**config.mk**
```make
export PLATFORM = sky130hd
export DESIGN_NAME = tcc_pin_ctrl
export DESIGN_NICKNAME = d
export VERILOG_FILES = /design/src/hw/tcc_pkg.sv /design/src/hw/tcc_strap_if.sv /design/src/hw/tcc_pin_ctrl.sv /design/src/hw/tcc_strap_latch.sv
export VERILOG_INCLUDE_DIRS = /design/src /design/src/hw
export SDC_FILE = /design/constraint.sdc
export NUM_CORES = 1
export LEC_CHECK = 0
export BUFFER_PORTS_ARGS = -buffer_cell sky130_fd_sc_hd__clkbuf_2
export CAP_MARGIN = 10
export CORE_ASPECT_RATIO = 0.6
export CORE_UTILIZATION = 47
export CTS_CLUSTER_SIZE = 24
export DETAILED_ROUTE_END_ITERATION = 8
export PLACE_DENSITY = 0.74
export SLEW_MARGIN = 10
export SYNTH_ARGS = -nofsm -noshare
export SYNTH_HDL_FRONTEND = slang
export SYNTH_SLANG_ARGS = --single-unit
```
**constraint.sdc**
```tcl
create_clock -name CLK_SYS -period 1.4 [get_ports CLK_SYS]
set_clock_uncertainty 0.2 [all_clocks]
set_input_delay 0.21 -clock CLK_SYS [delete_from_list [all_inputs] [get_ports CLK_SYS]]
set_output_delay 0.21 -clock CLK_SYS [all_outputs]
set_load 0.1 [all_outputs]
```
**src/hw/tcc_consts.svh**
```systemverilog
// constants of the type-c pin control block: strap codes, addresses, current codes, timing
// assumes nothing; included by the package and by the design modules
`ifndef TCC_CONSTS_SVH
`define TCC_CONSTS_SVH

// sense code of a three-level strap, as delivered by the pad comparators
`define TCC_STRAP_FLOAT     2'h0
`define TCC_STRAP_HIGH      2'h1
`define TCC_STRAP_LOW       2'h2

// 7-bit bus addresses selected by the control strap
`define TCC_ADDR_STRAP_HIGH 7'h68
`define TCC_ADDR_STRAP_LOW  7'h60
`define TCC_ADDR_RST        7'h00

// advertised current of the attached partner, from the attach logic
`define TCC_CUR_DEFAULT     2'h0
`define TCC_CUR_1P5         2'h1
`define TCC_CUR_3P0         2'h2

// pattern on the two shared pins, upper bit first
`define TCC_PINS_DEFAULT    2'h3
`define TCC_PINS_1P5        2'h2
`define TCC_PINS_3P0        2'h0
`define TCC_PINS_NONE       2'h1

// bus clock timing at the system clock rate
`define TCC_CLK_PERIOD_NS   40
`define TCC_SCL_LOW_MIN_NS  1300
`define TCC_SCL_HIGH_MIN_NS 600
`define TCC_SCL_LOW_MIN_CYC  ((`TCC_SCL_LOW_MIN_NS + `TCC_CLK_PERIOD_NS - 1) / `TCC_CLK_PERIOD_NS)
`define TCC_SCL_HIGH_MIN_CYC ((`TCC_SCL_HIGH_MIN_NS + `TCC_CLK_PERIOD_NS - 1) / `TCC_CLK_PERIOD_NS)

`endif

```
**src/hw/tcc_pkg.sv**
```systemverilog
// types shared by the type-c pin control modules
// assumes the constants header is reachable by its bare name
package tcc_pkg;
`include "tcc_consts.svh"

	typedef enum logic [1:0] {
		ROLE_SNK = 2'h0,
		ROLE_SRC = 2'h1,
		ROLE_DRP = 2'h2
	} tcc_role_t;

	typedef enum logic [3:0] {
		ST_BOOT = 4'h1,
		ST_SAVE = 4'h2,
		ST_PIN  = 4'h4,
		ST_I2C  = 4'h8
	} tcc_state_t;

	typedef struct packed {
		logic       att;
		logic       src;
		logic       aud;
		logic [1:0] cur;
	} tcc_status_t;
endpackage

```
**src/hw/tcc_strap_if.sv**
```systemverilog
// carrier for the strap decisions between the strap latch and the pin controller
// assumes both ends share one clock
`timescale 1ns/1ps
interface tcc_strap_if;
	import tcc_pkg::*;
	tcc_role_t  role;
	logic       i2c_sel;
	logic [6:0] i2c_addr;
	logic       valid;

	modport src (output role, output i2c_sel, output i2c_addr, output valid);
	modport dst (input role, input i2c_sel, input i2c_addr, input valid);
endinterface

```
**src/hw/tcc_pin_ctrl.sv**
```systemverilog
// type-c configuration channel pin controller: strap modes, shared status pins, interrupt
// assumes attach detection, bus engine and analog terminations live outside, all on CLK_SYS
`timescale 1ns/1ps
`include "tcc_consts.svh"
module tcc_pin_ctrl
	import tcc_pkg::*;
(
	input  wire logic       CLK_SYS,
	input  wire logic       RST_B,
	input  wire logic [1:0] ROLE_STRAP,
	input  wire logic [1:0] CTRL_STRAP,
	input  wire logic       GLOBAL_ENABLE_N,
	input  wire logic       ATTACHED,
	input  wire logic       ATTACH_AS_SRC,
	input  wire logic       AUDIO_ACC,
	input  wire logic [1:0] ATTACH_CURRENT,
	input  wire logic       DRP_SEEK_SRC,
	input  wire logic       HOST_STATUS_READ,
	input  wire logic       I2C_SDA_PULL,
	input  wire logic       I2C_SCL_PULL,
	input  wire logic       CURRENT_MODE_BIT_LO_I,
	input  wire logic       CURRENT_MODE_BIT_HI_I,
	output logic            CURRENT_MODE_BIT_LO_O,
	output logic            CURRENT_MODE_BIT_LO_OE,
	output logic            CURRENT_MODE_BIT_HI_O,
	output logic            CURRENT_MODE_BIT_HI_OE,
	output logic            IRQ_FLAG_N_O,
	output logic            IRQ_FLAG_N_OE,
	output logic            SOURCE_ROLE_FLAG_N_O,
	output logic            SOURCE_ROLE_FLAG_N_OE,
	output logic            CONFIG_CHANNEL_A_PULLUP,
	output logic            CONFIG_CHANNEL_B_PULLUP,
	output logic            I2C_MODE,
	output logic [6:0]      I2C_ADDR,
	output logic            BUS_SDA,
	output logic            BUS_SCL,
	output logic            BUS_RATE_ERR,
	output logic            POWER_SAVE,
	output logic            STATUS_PENDING
);

	localparam logic [5:0] SCL_LOW_LIM  = 6'(`TCC_SCL_LOW_MIN_CYC - 1);
	localparam logic [5:0] SCL_HIGH_LIM = 6'(`TCC_SCL_HIGH_MIN_CYC - 1);

	tcc_strap_if  strap ();
	tcc_state_t   st;
	tcc_state_t   next_st;
	tcc_status_t  stat_q;
	tcc_status_t  stat_prev;
	logic         stat_change;
	logic         active;
	logic         scl_prev;
	logic         scl_seen;
	logic [5:0]   scl_cnt;

	function automatic logic [1:0] cur_pins(input logic att, input logic [1:0] cur);
		if (!att)
			cur_pins = `TCC_PINS_NONE;
		else if (cur == `TCC_CUR_3P0)
			cur_pins = `TCC_PINS_3P0;
		else if (cur == `TCC_CUR_1P5)
			cur_pins = `TCC_PINS_1P5;
		else
			cur_pins = `TCC_PINS_DEFAULT;
	endfunction

	tcc_strap_latch u_strap (
		.clk_sys    (CLK_SYS),
		.rst_b      (RST_B),
		.role_strap (ROLE_STRAP),
		.ctrl_strap (CTRL_STRAP),
		.strap      (strap.src)
	);

	// mode selection; boot holds until the straps are caught
	always_comb
	begin
		next_st = st;
		unique case (st)
			ST_BOOT:
				if (strap.valid)
					next_st = GLOBAL_ENABLE_N ? ST_SAVE : (strap.i2c_sel ? ST_I2C : ST_PIN);
			ST_SAVE:
				if (!GLOBAL_ENABLE_N)
					next_st = strap.i2c_sel ? ST_I2C : ST_PIN;
			ST_PIN, ST_I2C:
				if (GLOBAL_ENABLE_N)
					next_st = ST_SAVE;
		endcase
	end

	always_ff @(posedge CLK_SYS)
	begin
		if (!RST_B)
			st <= ST_BOOT;
		else
			st <= next_st;
	end

	assign active      = (st == ST_PIN) || (st == ST_I2C);
	assign stat_change = (stat_q != stat_prev);

	// connection status is sampled only while active, so power saving shows as unattached
	always_ff @(posedge CLK_SYS)
	begin
		if (!RST_B)
		begin
			stat_q    <= '0;
			stat_prev <= '0;
		end
		else
		begin
			stat_q    <= active ? {ATTACHED, ATTACHED & ATTACH_AS_SRC, AUDIO_ACC, ATTACH_CURRENT} : '0;
			stat_prev <= stat_q;
		end
	end

	// pending status: a change in the clearing cycle wins, so no event is lost
	always_ff @(posedge CLK_SYS)
	begin
		if (!RST_B || st != ST_I2C)
			STATUS_PENDING <= 1'b0;
		else if (stat_change)
			STATUS_PENDING <= 1'b1;
		else if (HOST_STATUS_READ)
			STATUS_PENDING <= 1'b0;
	end

	// channel terminations; dual role follows the toggle until attach resolves it
	always_ff @(posedge CLK_SYS)
	begin
		if (!RST_B || st == ST_BOOT)
		begin
			CONFIG_CHANNEL_A_PULLUP <= 1'b0;
			CONFIG_CHANNEL_B_PULLUP <= 1'b0;
		end
		else
		begin
			CONFIG_CHANNEL_A_PULLUP <= active && (strap.role == ROLE_SRC ||
				(strap.role == ROLE_DRP && (stat_q.att ? stat_q.src : DRP_SEEK_SRC)));
			CONFIG_CHANNEL_B_PULLUP <= active && (strap.role == ROLE_SRC ||
				(strap.role == ROLE_DRP && (stat_q.att ? stat_q.src : DRP_SEEK_SRC)));
		end
	end

	// shared current pins: pushed code in pin mode, open-drain bus lines in bus mode
	always_ff @(posedge CLK_SYS)
	begin
		if (!RST_B || !active)
		begin
			{CURRENT_MODE_BIT_HI_O, CURRENT_MODE_BIT_LO_O}   <= 2'h0;
			{CURRENT_MODE_BIT_HI_OE, CURRENT_MODE_BIT_LO_OE} <= 2'h0;
		end
		else if (st == ST_PIN)
		begin
			{CURRENT_MODE_BIT_HI_O, CURRENT_MODE_BIT_LO_O}   <= cur_pins(stat_q.att, stat_q.cur);
			{CURRENT_MODE_BIT_HI_OE, CURRENT_MODE_BIT_LO_OE} <= 2'h3;
		end
		else
		begin
			{CURRENT_MODE_BIT_HI_O, CURRENT_MODE_BIT_LO_O}   <= 2'h0;
			{CURRENT_MODE_BIT_HI_OE, CURRENT_MODE_BIT_LO_OE} <= {I2C_SCL_PULL, I2C_SDA_PULL};
		end
	end

	// bus line levels toward the engine; idle high outside bus mode
	always_ff @(posedge CLK_SYS)
	begin
		if (!RST_B || st != ST_I2C)
		begin
			BUS_SDA <= 1'b1;
			BUS_SCL <= 1'b1;
		end
		else
		begin
			BUS_SDA <= CURRENT_MODE_BIT_LO_I;
			BUS_SCL <= CURRENT_MODE_BIT_HI_I;
		end
	end

	// shared flag pin: accessory level in pin mode, low-pulling interrupt in bus mode
	always_ff @(posedge CLK_SYS)
	begin
		if (!RST_B || !active)
		begin
			IRQ_FLAG_N_O  <= 1'b0;
			IRQ_FLAG_N_OE <= 1'b0;
		end
		else if (st == ST_PIN)
		begin
			IRQ_FLAG_N_O  <= !stat_q.aud;
			IRQ_FLAG_N_OE <= 1'b1;
		end
		else
		begin
			IRQ_FLAG_N_O  <= 1'b0;
			IRQ_FLAG_N_OE <= STATUS_PENDING;
		end
	end

	// source flag is open drain: the level is always low, only the enable moves
	always_ff @(posedge CLK_SYS)
	begin
		if (!RST_B)
		begin
			SOURCE_ROLE_FLAG_N_O  <= 1'b0;
			SOURCE_ROLE_FLAG_N_OE <= 1'b0;
		end
		else
		begin
			SOURCE_ROLE_FLAG_N_O  <= 1'b0;
			SOURCE_ROLE_FLAG_N_OE <= active && stat_q.att && stat_q.src;
		end
	end

	// mode reporting toward the bus engine and the rest of the chip
	always_ff @(posedge CLK_SYS)
	begin
		if (!RST_B)
		begin
			I2C_MODE   <= 1'b0;
			I2C_ADDR   <= `TCC_ADDR_RST;
			POWER_SAVE <= 1'b0;
		end
		else
		begin
			I2C_MODE   <= (st == ST_I2C);
			I2C_ADDR   <= strap.i2c_addr;
			POWER_SAVE <= (st == ST_SAVE);
		end
	end

	// clock phase check; the first phase after entry is partial, so it is not judged
	always_ff @(posedge CLK_SYS)
	begin
		if (!RST_B || st != ST_I2C)
		begin
			scl_prev     <= 1'b1;
			scl_seen     <= 1'b0;
			scl_cnt      <= 6'h00;
			BUS_RATE_ERR <= 1'b0;
		end
		else
		begin
			scl_prev <= BUS_SCL;
			if (BUS_SCL != scl_prev)
			begin
				scl_cnt      <= 6'h00;
				scl_seen     <= 1'b1;
				BUS_RATE_ERR <= scl_seen && (scl_cnt < (scl_prev ? SCL_HIGH_LIM : SCL_LOW_LIM));
			end
			else
			begin
				BUS_RATE_ERR <= 1'b0;
				if (scl_cnt != 6'h3f)
					scl_cnt <= scl_cnt + 6'h01;
			end
		end
	end
endmodule

```
**src/hw/tcc_strap_latch.sv**
```systemverilog
// strap latch: catches the role and control straps once after reset release
// assumes strap sense codes are synchronous to clk_sys and settled at release
`timescale 1ns/1ps
`include "tcc_consts.svh"
module tcc_strap_latch
	import tcc_pkg::*;
(
	input  wire logic       clk_sys,
	input  wire logic       rst_b,
	input  wire logic [1:0] role_strap,
	input  wire logic [1:0] ctrl_strap,
	tcc_strap_if.src        strap
);

	// an unknown sense code falls back to dual role, the most forgiving choice
	function automatic tcc_role_t decode_role(input logic [1:0] code);
		case (code)
			`TCC_STRAP_HIGH: decode_role = ROLE_SRC;
			`TCC_STRAP_LOW:  decode_role = ROLE_SNK;
			default:         decode_role = ROLE_DRP;
		endcase
	endfunction

	function automatic logic [6:0] decode_addr(input logic [1:0] code);
		case (code)
			`TCC_STRAP_HIGH: decode_addr = `TCC_ADDR_STRAP_HIGH;
			`TCC_STRAP_LOW:  decode_addr = `TCC_ADDR_STRAP_LOW;
			default:         decode_addr = `TCC_ADDR_RST;
		endcase
	endfunction

	// caught on the first edge after release, never under reset; later strap moves are ignored
	always_ff @(posedge clk_sys)
	begin
		if (!rst_b)
		begin
			strap.valid    <= 1'b0;
			strap.role     <= ROLE_SNK;
			strap.i2c_sel  <= 1'b0;
			strap.i2c_addr <= `TCC_ADDR_RST;
		end
		else if (!strap.valid)
		begin
			strap.valid    <= 1'b1;
			strap.role     <= decode_role(role_strap);
			strap.i2c_sel  <= (ctrl_strap != `TCC_STRAP_FLOAT);
			strap.i2c_addr <= decode_addr(ctrl_strap);
		end
	end
endmodule

```
==> results.py, run 1 <==
metrics = {
    "sta": {
        "finalMaxSlewViolations": 0,
        "worst_slack_ps": -165,
        "clock.fmax_ghz": 0.639,
        "hold_viol_final": 0,
        "period_needed_ps": 1560,
        "rsz0062_at_grt": "yes",
        "setup_viol": 12,
        "tns_ps": -754,
        "period_share_pct": 112,
    },
    "routing": {
        "wirelength_um": 4440,
        "met3WireLength_um": 208,
        "dr.pass1.iters": 4,
        "wire_per_inst_um": 15.0,
        "m1WireLength_um": 1970,
        "drtIter0Drc": 66,
        "dr.max_layer_used": "met4",
        "vias": 1501,
        "viasPerCell": 5.09,
        "drc": 0,
        "wl_met2_um": 2130,
        "ant_nets": 0,
    },
    "global_routing": {
        "antenna_found_initial": 0,
        "grt_max_degree": 14,
        "grt_pass1_vias": 1492,
        "track_usage_pct": 23.8,
        "grt_pass1_wl_um": 7040,
        "grt_overflow": 0,
    },
    "layout": {
        "final_cell_area_um2": 2790,
        "final_nets": 273,
        "fill_cells": 228,
        "antenna_cells": 0,
        "syn_to_final_growth_pct": 53.5,
        "drive_gt1_share_pct": 41.9,
    },
    "synth": {
        "synth_common_cells": "dfxtp_1, nor2_1, nand2_1",
        "ys_async_sr_fraction_pct": 0,
        "synth_top_flop_cell": "dfxtp_1",
        "synth.area.top_cells": "dfxtp_1, ha_1, mux2i_1",
        "synth.ff_latch_count": 44,
        "synth.most_common_cell": "dfxtp_1",
        "ys_types": 41,
        "synth_top_cell_by_area": "dfxtp_1",
        "synth_edf_count": 0,
        "yosys_warnings": 0,
        "synth_seq_area_share_pct": 48.5,
        "synthesis.instances": 181,
        "avgSynthCellArea_um2": 10.0,
        "netlist.area_leader.share_pct": 48.5,
        "synth_area_um2": 1820,
    },
    "place": {
        "dp_hpwl_um": 2810,
        "portBuffers": 35,
        "pre_cts_slack_ps": -124,
        "placed_cell_area_um2": 2440,
        "place_congestion": 0.775,
    },
    "status": {
        "violations": "negative setup slack",
        "status": "complete, but fails checks",
    },
    "cts": {
        "cts_tree": "yes",
        "h-tree-depth": 2,
        "cts-root-buf": "clkbuf_8",
        "clkLatencyLatePin_ps": 300,
        "clkSinkCount": 44,
        "clockBufferDepth": 2,
        "path_clk_slew_ps": 80,
        "numCtsBuffers": 5,
    },
    "floorplan": {
        "die_area_um2": 4120,
        "initial_utilization_pct": 49.3,
        "num_io_pins": 41,
        "core_um2": 3680,
        "dieWidth_um": 82.2,
        "rows": 17,
        "die_y_um": 50.1,
    },
    "critical_path": {
        "worstSetupPathType": "flip-flop to flip-flop",
        "crit_fanout": 5,
        "crit_arrival_ps": 1610,
        "startpoint_type": "flip-flop",
        "end_kind": "flip-flop",
        "required_ps": 1440,
    },
    "power": {
        "power_leakage_nw": 1.21,
        "total_power_w": 0.00273,
        "ir_drop_v": 0.000714,
        "power.density_nw_per_um2": 980,
    },
    "hold_path": {
        "hold_path_class": "primary input to flip-flop",
    },
    "run": {
        "max-cap-violations": 0,
    },
}
[cell usage in the layout, fill, tap and decap left out, types with 2 or more instances in the layout]
cell type,n
a21oi_1,2
xor2_2,2
nand3_2,2
buf_4,22
a31oi_1,2
ha_1,6
dfxtp_2,6
ha_4,2
mux2i_1,9
conb_1,5
and3_1,3
nand2b_1,4
clkbuf_2,17
o21ai_1,2
clkbuf_8,5
nor3b_2,2
nor3_1,2
inv_1,6
buf_6,2
nor4_4,3
dfxtp_1,31
dlygate4sd3_1,9
nor3_2,2
nand2_1,14
nor2b_1,3
nor2_1,14
xnor2_1,5
and2_1,10
buf_12,18
nand3_1,3
xor2_1,2
inv_2,2
dfxtp_4,7
[cell families after synthesis]
kind of cell | Yosys count | share of synthesized area, %
other | 1 | 0.207
xor gates and xnor gates | 9 | 4.34
adders and majority gates | 8 | 5.51
and+or+nand+nor | 74 | 23.1
muxes | 9 | 4.96
DFF | 44 | 48.5
AOI/OAI and AO/OA | 15 | 6.48
buffers and inverters | 21 | 6.89
[per-layer routing]
metal	vias to the layer above	GRT usage [%]
met3	14	5.45
met4	0	9.94
met2	54	39.0
met5	-	0
li1	722	-
met1	711	30.0
[through the flow]
stage	hold WS [ps]	utilization [%]	instances
after floorplan	37.7	-	185
after global placement	191	66.3	277
after detailed placement	193	66.3	277
after CTS	19.9	74.0	295
after global routing	41.1	75.8	295
final	28.9	75.8	295
[flip-flops by register name (all words and copies together), names as in the netlist, 2 cells and up]
register	flops
I2C_ADDR	2
stat_q	5
scl_cnt	6
u_strap.strap.i2c_addr	2
u_strap.strap.role	2
stat_prev	5
st	4
[critical path, cell delays in order (launching register included)]
cell and delay [ps]:
dfxtp_4 380, buf_4 160, nor4_2 290, nand2_1 160, buf_4 160, buf_4 120
nand2_1 50
[where the power goes]
| group | total, W | internal (W) | switching [W] |
|---|---|---|---|
| registers | 0.00135 | 0.00129 | 0.0000634 |
| clock network | 0.000889 | 0.000458 | 0.000431 |
| logic | 0.000492 | 0.000203 | 0.000289 |
| total | 0.00273 | 0.00195 | 0.000783 |
[worst paths after layout]
kind / from / endpoint / slack [ps] / cells after the start
max: st[1] / st[0] / -160 / 6
min reg2reg: u_strap.strap.i2c_addr[5] / I2C_ADDR[5] / 270 / 1
min: RST_B / I2C_ADDR[5] / 30 / 2
max reg2reg: st[1] / st[0] / -160 / 6
[cell type report]
class	count	area (um2)	area share [%]
clock inverter	1	5.00	0.180
timing repair buffer	68	723	25.9
tap	47	58.8	2.11
sequential	44	915	32.8
clock buffer	7	97.6	3.50
inverter	8	30.0	1.08
multi-input combinational	120	958	34.4
[what timing repair did]
item | CTS | global route
setup endpoints to repair | 27 | 20
gates resized for setup | 24 | 12
buffers inserted | 1 | 0
hold endpoints to repair | 9 | 0
hold buffers | 9 | 0
pin swaps | 7 | 8
(Power assumes the default switching activity.)
==> run 2, diff against run 1 <==
--- a/config.mk
+++ b/config.mk
@@ -8,11 +8,14 @@
 export LEC_CHECK = 0
 export BUFFER_PORTS_ARGS = -buffer_cell sky130_fd_sc_hd__clkbuf_2
 export CAP_MARGIN = 10
+export CELL_PAD_IN_SITES_DETAIL_PLACEMENT = 0
+export CELL_PAD_IN_SITES_GLOBAL_PLACEMENT = 1
 export CORE_ASPECT_RATIO = 0.6
-export CORE_UTILIZATION = 47
+export CORE_UTILIZATION = 36
 export CTS_CLUSTER_SIZE = 24
 export DETAILED_ROUTE_END_ITERATION = 8
-export PLACE_DENSITY = 0.74
+export PLACE_DENSITY_LB_ADDON = 0.1
+export RECOVER_POWER = 25
 export SLEW_MARGIN = 10
 export SYNTH_ARGS = -nofsm -noshare
 export SYNTH_HDL_FRONTEND = slang
==> run 2 against run 1 <==
Largest power group unchanged. Wire length shrank 8.0%. Critical path type unchanged. Power shrank 4.5%. Maximum frequency grew 7.6%. The flow still finishes with violations (negative setup slack). Highest routed layer unchanged. Sequential power is essentially flat.
==> results.py, run 2 (synthesis results as in run 1) <==
metrics = {
    "layout": {
        "syn_to_final_growth_pct": 55.1,
        "biggestRegsByFlops": "scl_cnt x6, stat_prev x5, stat_q x5",
        "seqCellArea_um2": 911,
        "drive_gt1_share_pct": 42.2,
        "antenna_cells": 0,
        "multi_input_area_um2": 962,
        "final_cell_area_um2": 2820,
        "fill_cells": 404,
        "largest_register": "scl_cnt",
        "most-common-layout-cells": "dfxtp_1, buf_4, buf_12",
        "final_nets": 276,
        "mostFrequentLayoutCell": "dfxtp_1",
        "largest_register_ffs": 6,
    },
    "power": {
        "total_power_w": 0.00261,
        "p_clk_share_pct": 29.3,
        "p_sw_w": 0.000761,
        "p_int_w": 0.00185,
        "switching_share_pct": 29.2,
        "pwr-share-seq_pct": 51.3,
        "power_leakage_nw": 1.22,
        "power.density_nw_per_um2": 926,
        "ir_drop_v": 0.000528,
        "comb_power_share_pct": 19.4,
    },
    "cts": {
        "path_clk_slew_ps": 80,
        "h-tree-depth": 2,
        "clkSinkCount": 44,
        "clockBufferDepth": 2,
        "clkLatencyLatePin_ps": 290,
        "numCtsBuffers": 5,
        "cts_tree": "yes",
        "cts-root-buf": "clkbuf_8",
    },
    "critical_path": {
        "reg2reg_to": "st[3]",
        "regToRegStartpoint": "st[0]",
        "end_kind": "flip-flop",
        "required_ps": 1420,
        "crit_fanout": 6,
        "slowest_delay_ps": 340,
        "rr_worst_depth": 5,
        "worstSetupPathType": "flip-flop to flip-flop",
        "endpoint": "st[3]",
        "cp-startpoint": "st[0]",
        "cpMaxStageDelayCell": "dfxtp_2",
        "crit_chain": "buf_6 -> nand2b_4 -> a2111oi_4 -> o21ai_1 -> mux2i_1",
        "startpoint_type": "flip-flop",
        "reg2reg_setup_slack_ps": -50,
        "crit_arrival_ps": 1470,
    },
    "status": {
        "status": "complete, but fails checks",
        "violations": "negative setup slack",
    },
    "routing": {
        "ant_nets": 0,
        "wirelength_um": 4080,
        "dr.pass1.iters": 4,
        "viasPerCell": 4.67,
        "drc": 0,
        "wire_per_inst_um": 13.0,
        "vias": 1467,
        "drtIter0Drc": 36,
    },
    "global_routing": {
        "antenna_found_initial": 0,
        "grt_pass1_vias": 1529,
        "grt_pass1_wl_um": 6800,
        "track_usage_pct": 16.8,
        "grt_max_degree": 14,
        "grt_overflow": 0,
    },
    "sta": {
        "hold_ws_ps": 85.3,
        "tns_ps": -197,
        "hold_viol_final": 0,
        "period_share_pct": 104,
        "finalMaxSlewViolations": 0,
        "worst_slack_ps": -54.5,
        "rsz0062_at_grt": "yes",
        "clock.fmax_ghz": 0.688,
        "period_needed_ps": 1450,
        "setup_viol": 9,
    },
    "hold_path": {
        "hold_start": "HOST_STATUS_READ",
        "hold_path_class": "primary input to flip-flop",
    },
    "place": {
        "dp_hpwl_um": 2940,
        "place_congestion": 0.776,
        "placed_cell_area_um2": 2440,
        "portBuffers": 35,
        "pre_cts_slack_ps": -201,
    },
    "floorplan": {
        "initial_utilization_pct": 38.6,
        "die_area_um2": 5340,
        "rows": 19,
        "die_y_um": 57.0,
        "dieWidth_um": 93.7,
        "core_um2": 4710,
        "num_io_pins": 41,
    },
    "run": {
        "max-cap-violations": 0,
    },
}
run 2: cell types whose count changed in the layout (fill, tap and decap cells not counted), sizes merged:
cell         change
clkbuf           +2
dlygate4sd3      +1
run 2: metal layers:
layer | global-route usage (%) | wire length [um] | vias up
met1 | 21.8 | 1930 | 691
li1 | - | - | 733
met3 | 4.93 | 212 | 7
met2 | 26.8 | 1890 | 36
met5 | 0 | 0 | -
met4 | 6.15 | 59 | 0
run 2: critical path: cells and delay by family, from the launching register on:
family	cells	cell delay [ps]
flops	1	340
buf+inv	1	140
compound gates	2	420
simple gates	1	140
mux	1	130
run 2: worst min-delay path by stage:
stage | endpoint | slack (ps) | depth (start not counted)
global route | STATUS_PENDING | 100 | 3
detailed placement | BUS_SCL | 200 | 2
CTS | st[2] | 50 | 3
finish | STATUS_PENDING | 90 | 3
floorplan | u_strap.strap.valid | 40 | 0
global placement | BUS_SCL | 200 | 2
run 2: through the flow:
step | cells | util (%)
5_1_grt | 314 | 59.8
4_1_cts | 310 | 57.2
6_report | 314 | 59.8
3_3_place_gp | 290 | 51.8
2_1_floorplan | 185 | -
3_5_place_dp | 290 | 51.8
run 2: cell type report:
class                      count  area share, %
multi-input combinational    120           34.2
tap                           63           2.80
timing repair buffer          71           26.7
inverter                       8           1.07
clock buffer                   7           2.71
sequential                    44           32.4
clock inverter                 1          0.178
run 2: power by group through the flow:
stage | combinational, W | clock, W | sequential (W)
5_1_grt | 0.000535 | 0.000850 | 0.00135
6_report | 0.000505 | 0.000765 | 0.00134
3_3_place_gp | 0.000426 | 0 | 0.00136
2_1_floorplan | 0.000242 | 0 | 0.00142
3_5_place_dp | 0.000432 | 0 | 0.00136
4_1_cts | 0.000482 | 0.000786 | 0.00134
run 2: timing repair:
item,4_1_cts,5_1_grt
hold buffers,10,0
pin swaps,9,8
endpoints found under the hold margin,10,0
cloned,0,0
endpoints found under the setup margin,23,22
gates resized for setup,17,24
setup buffers,2,4
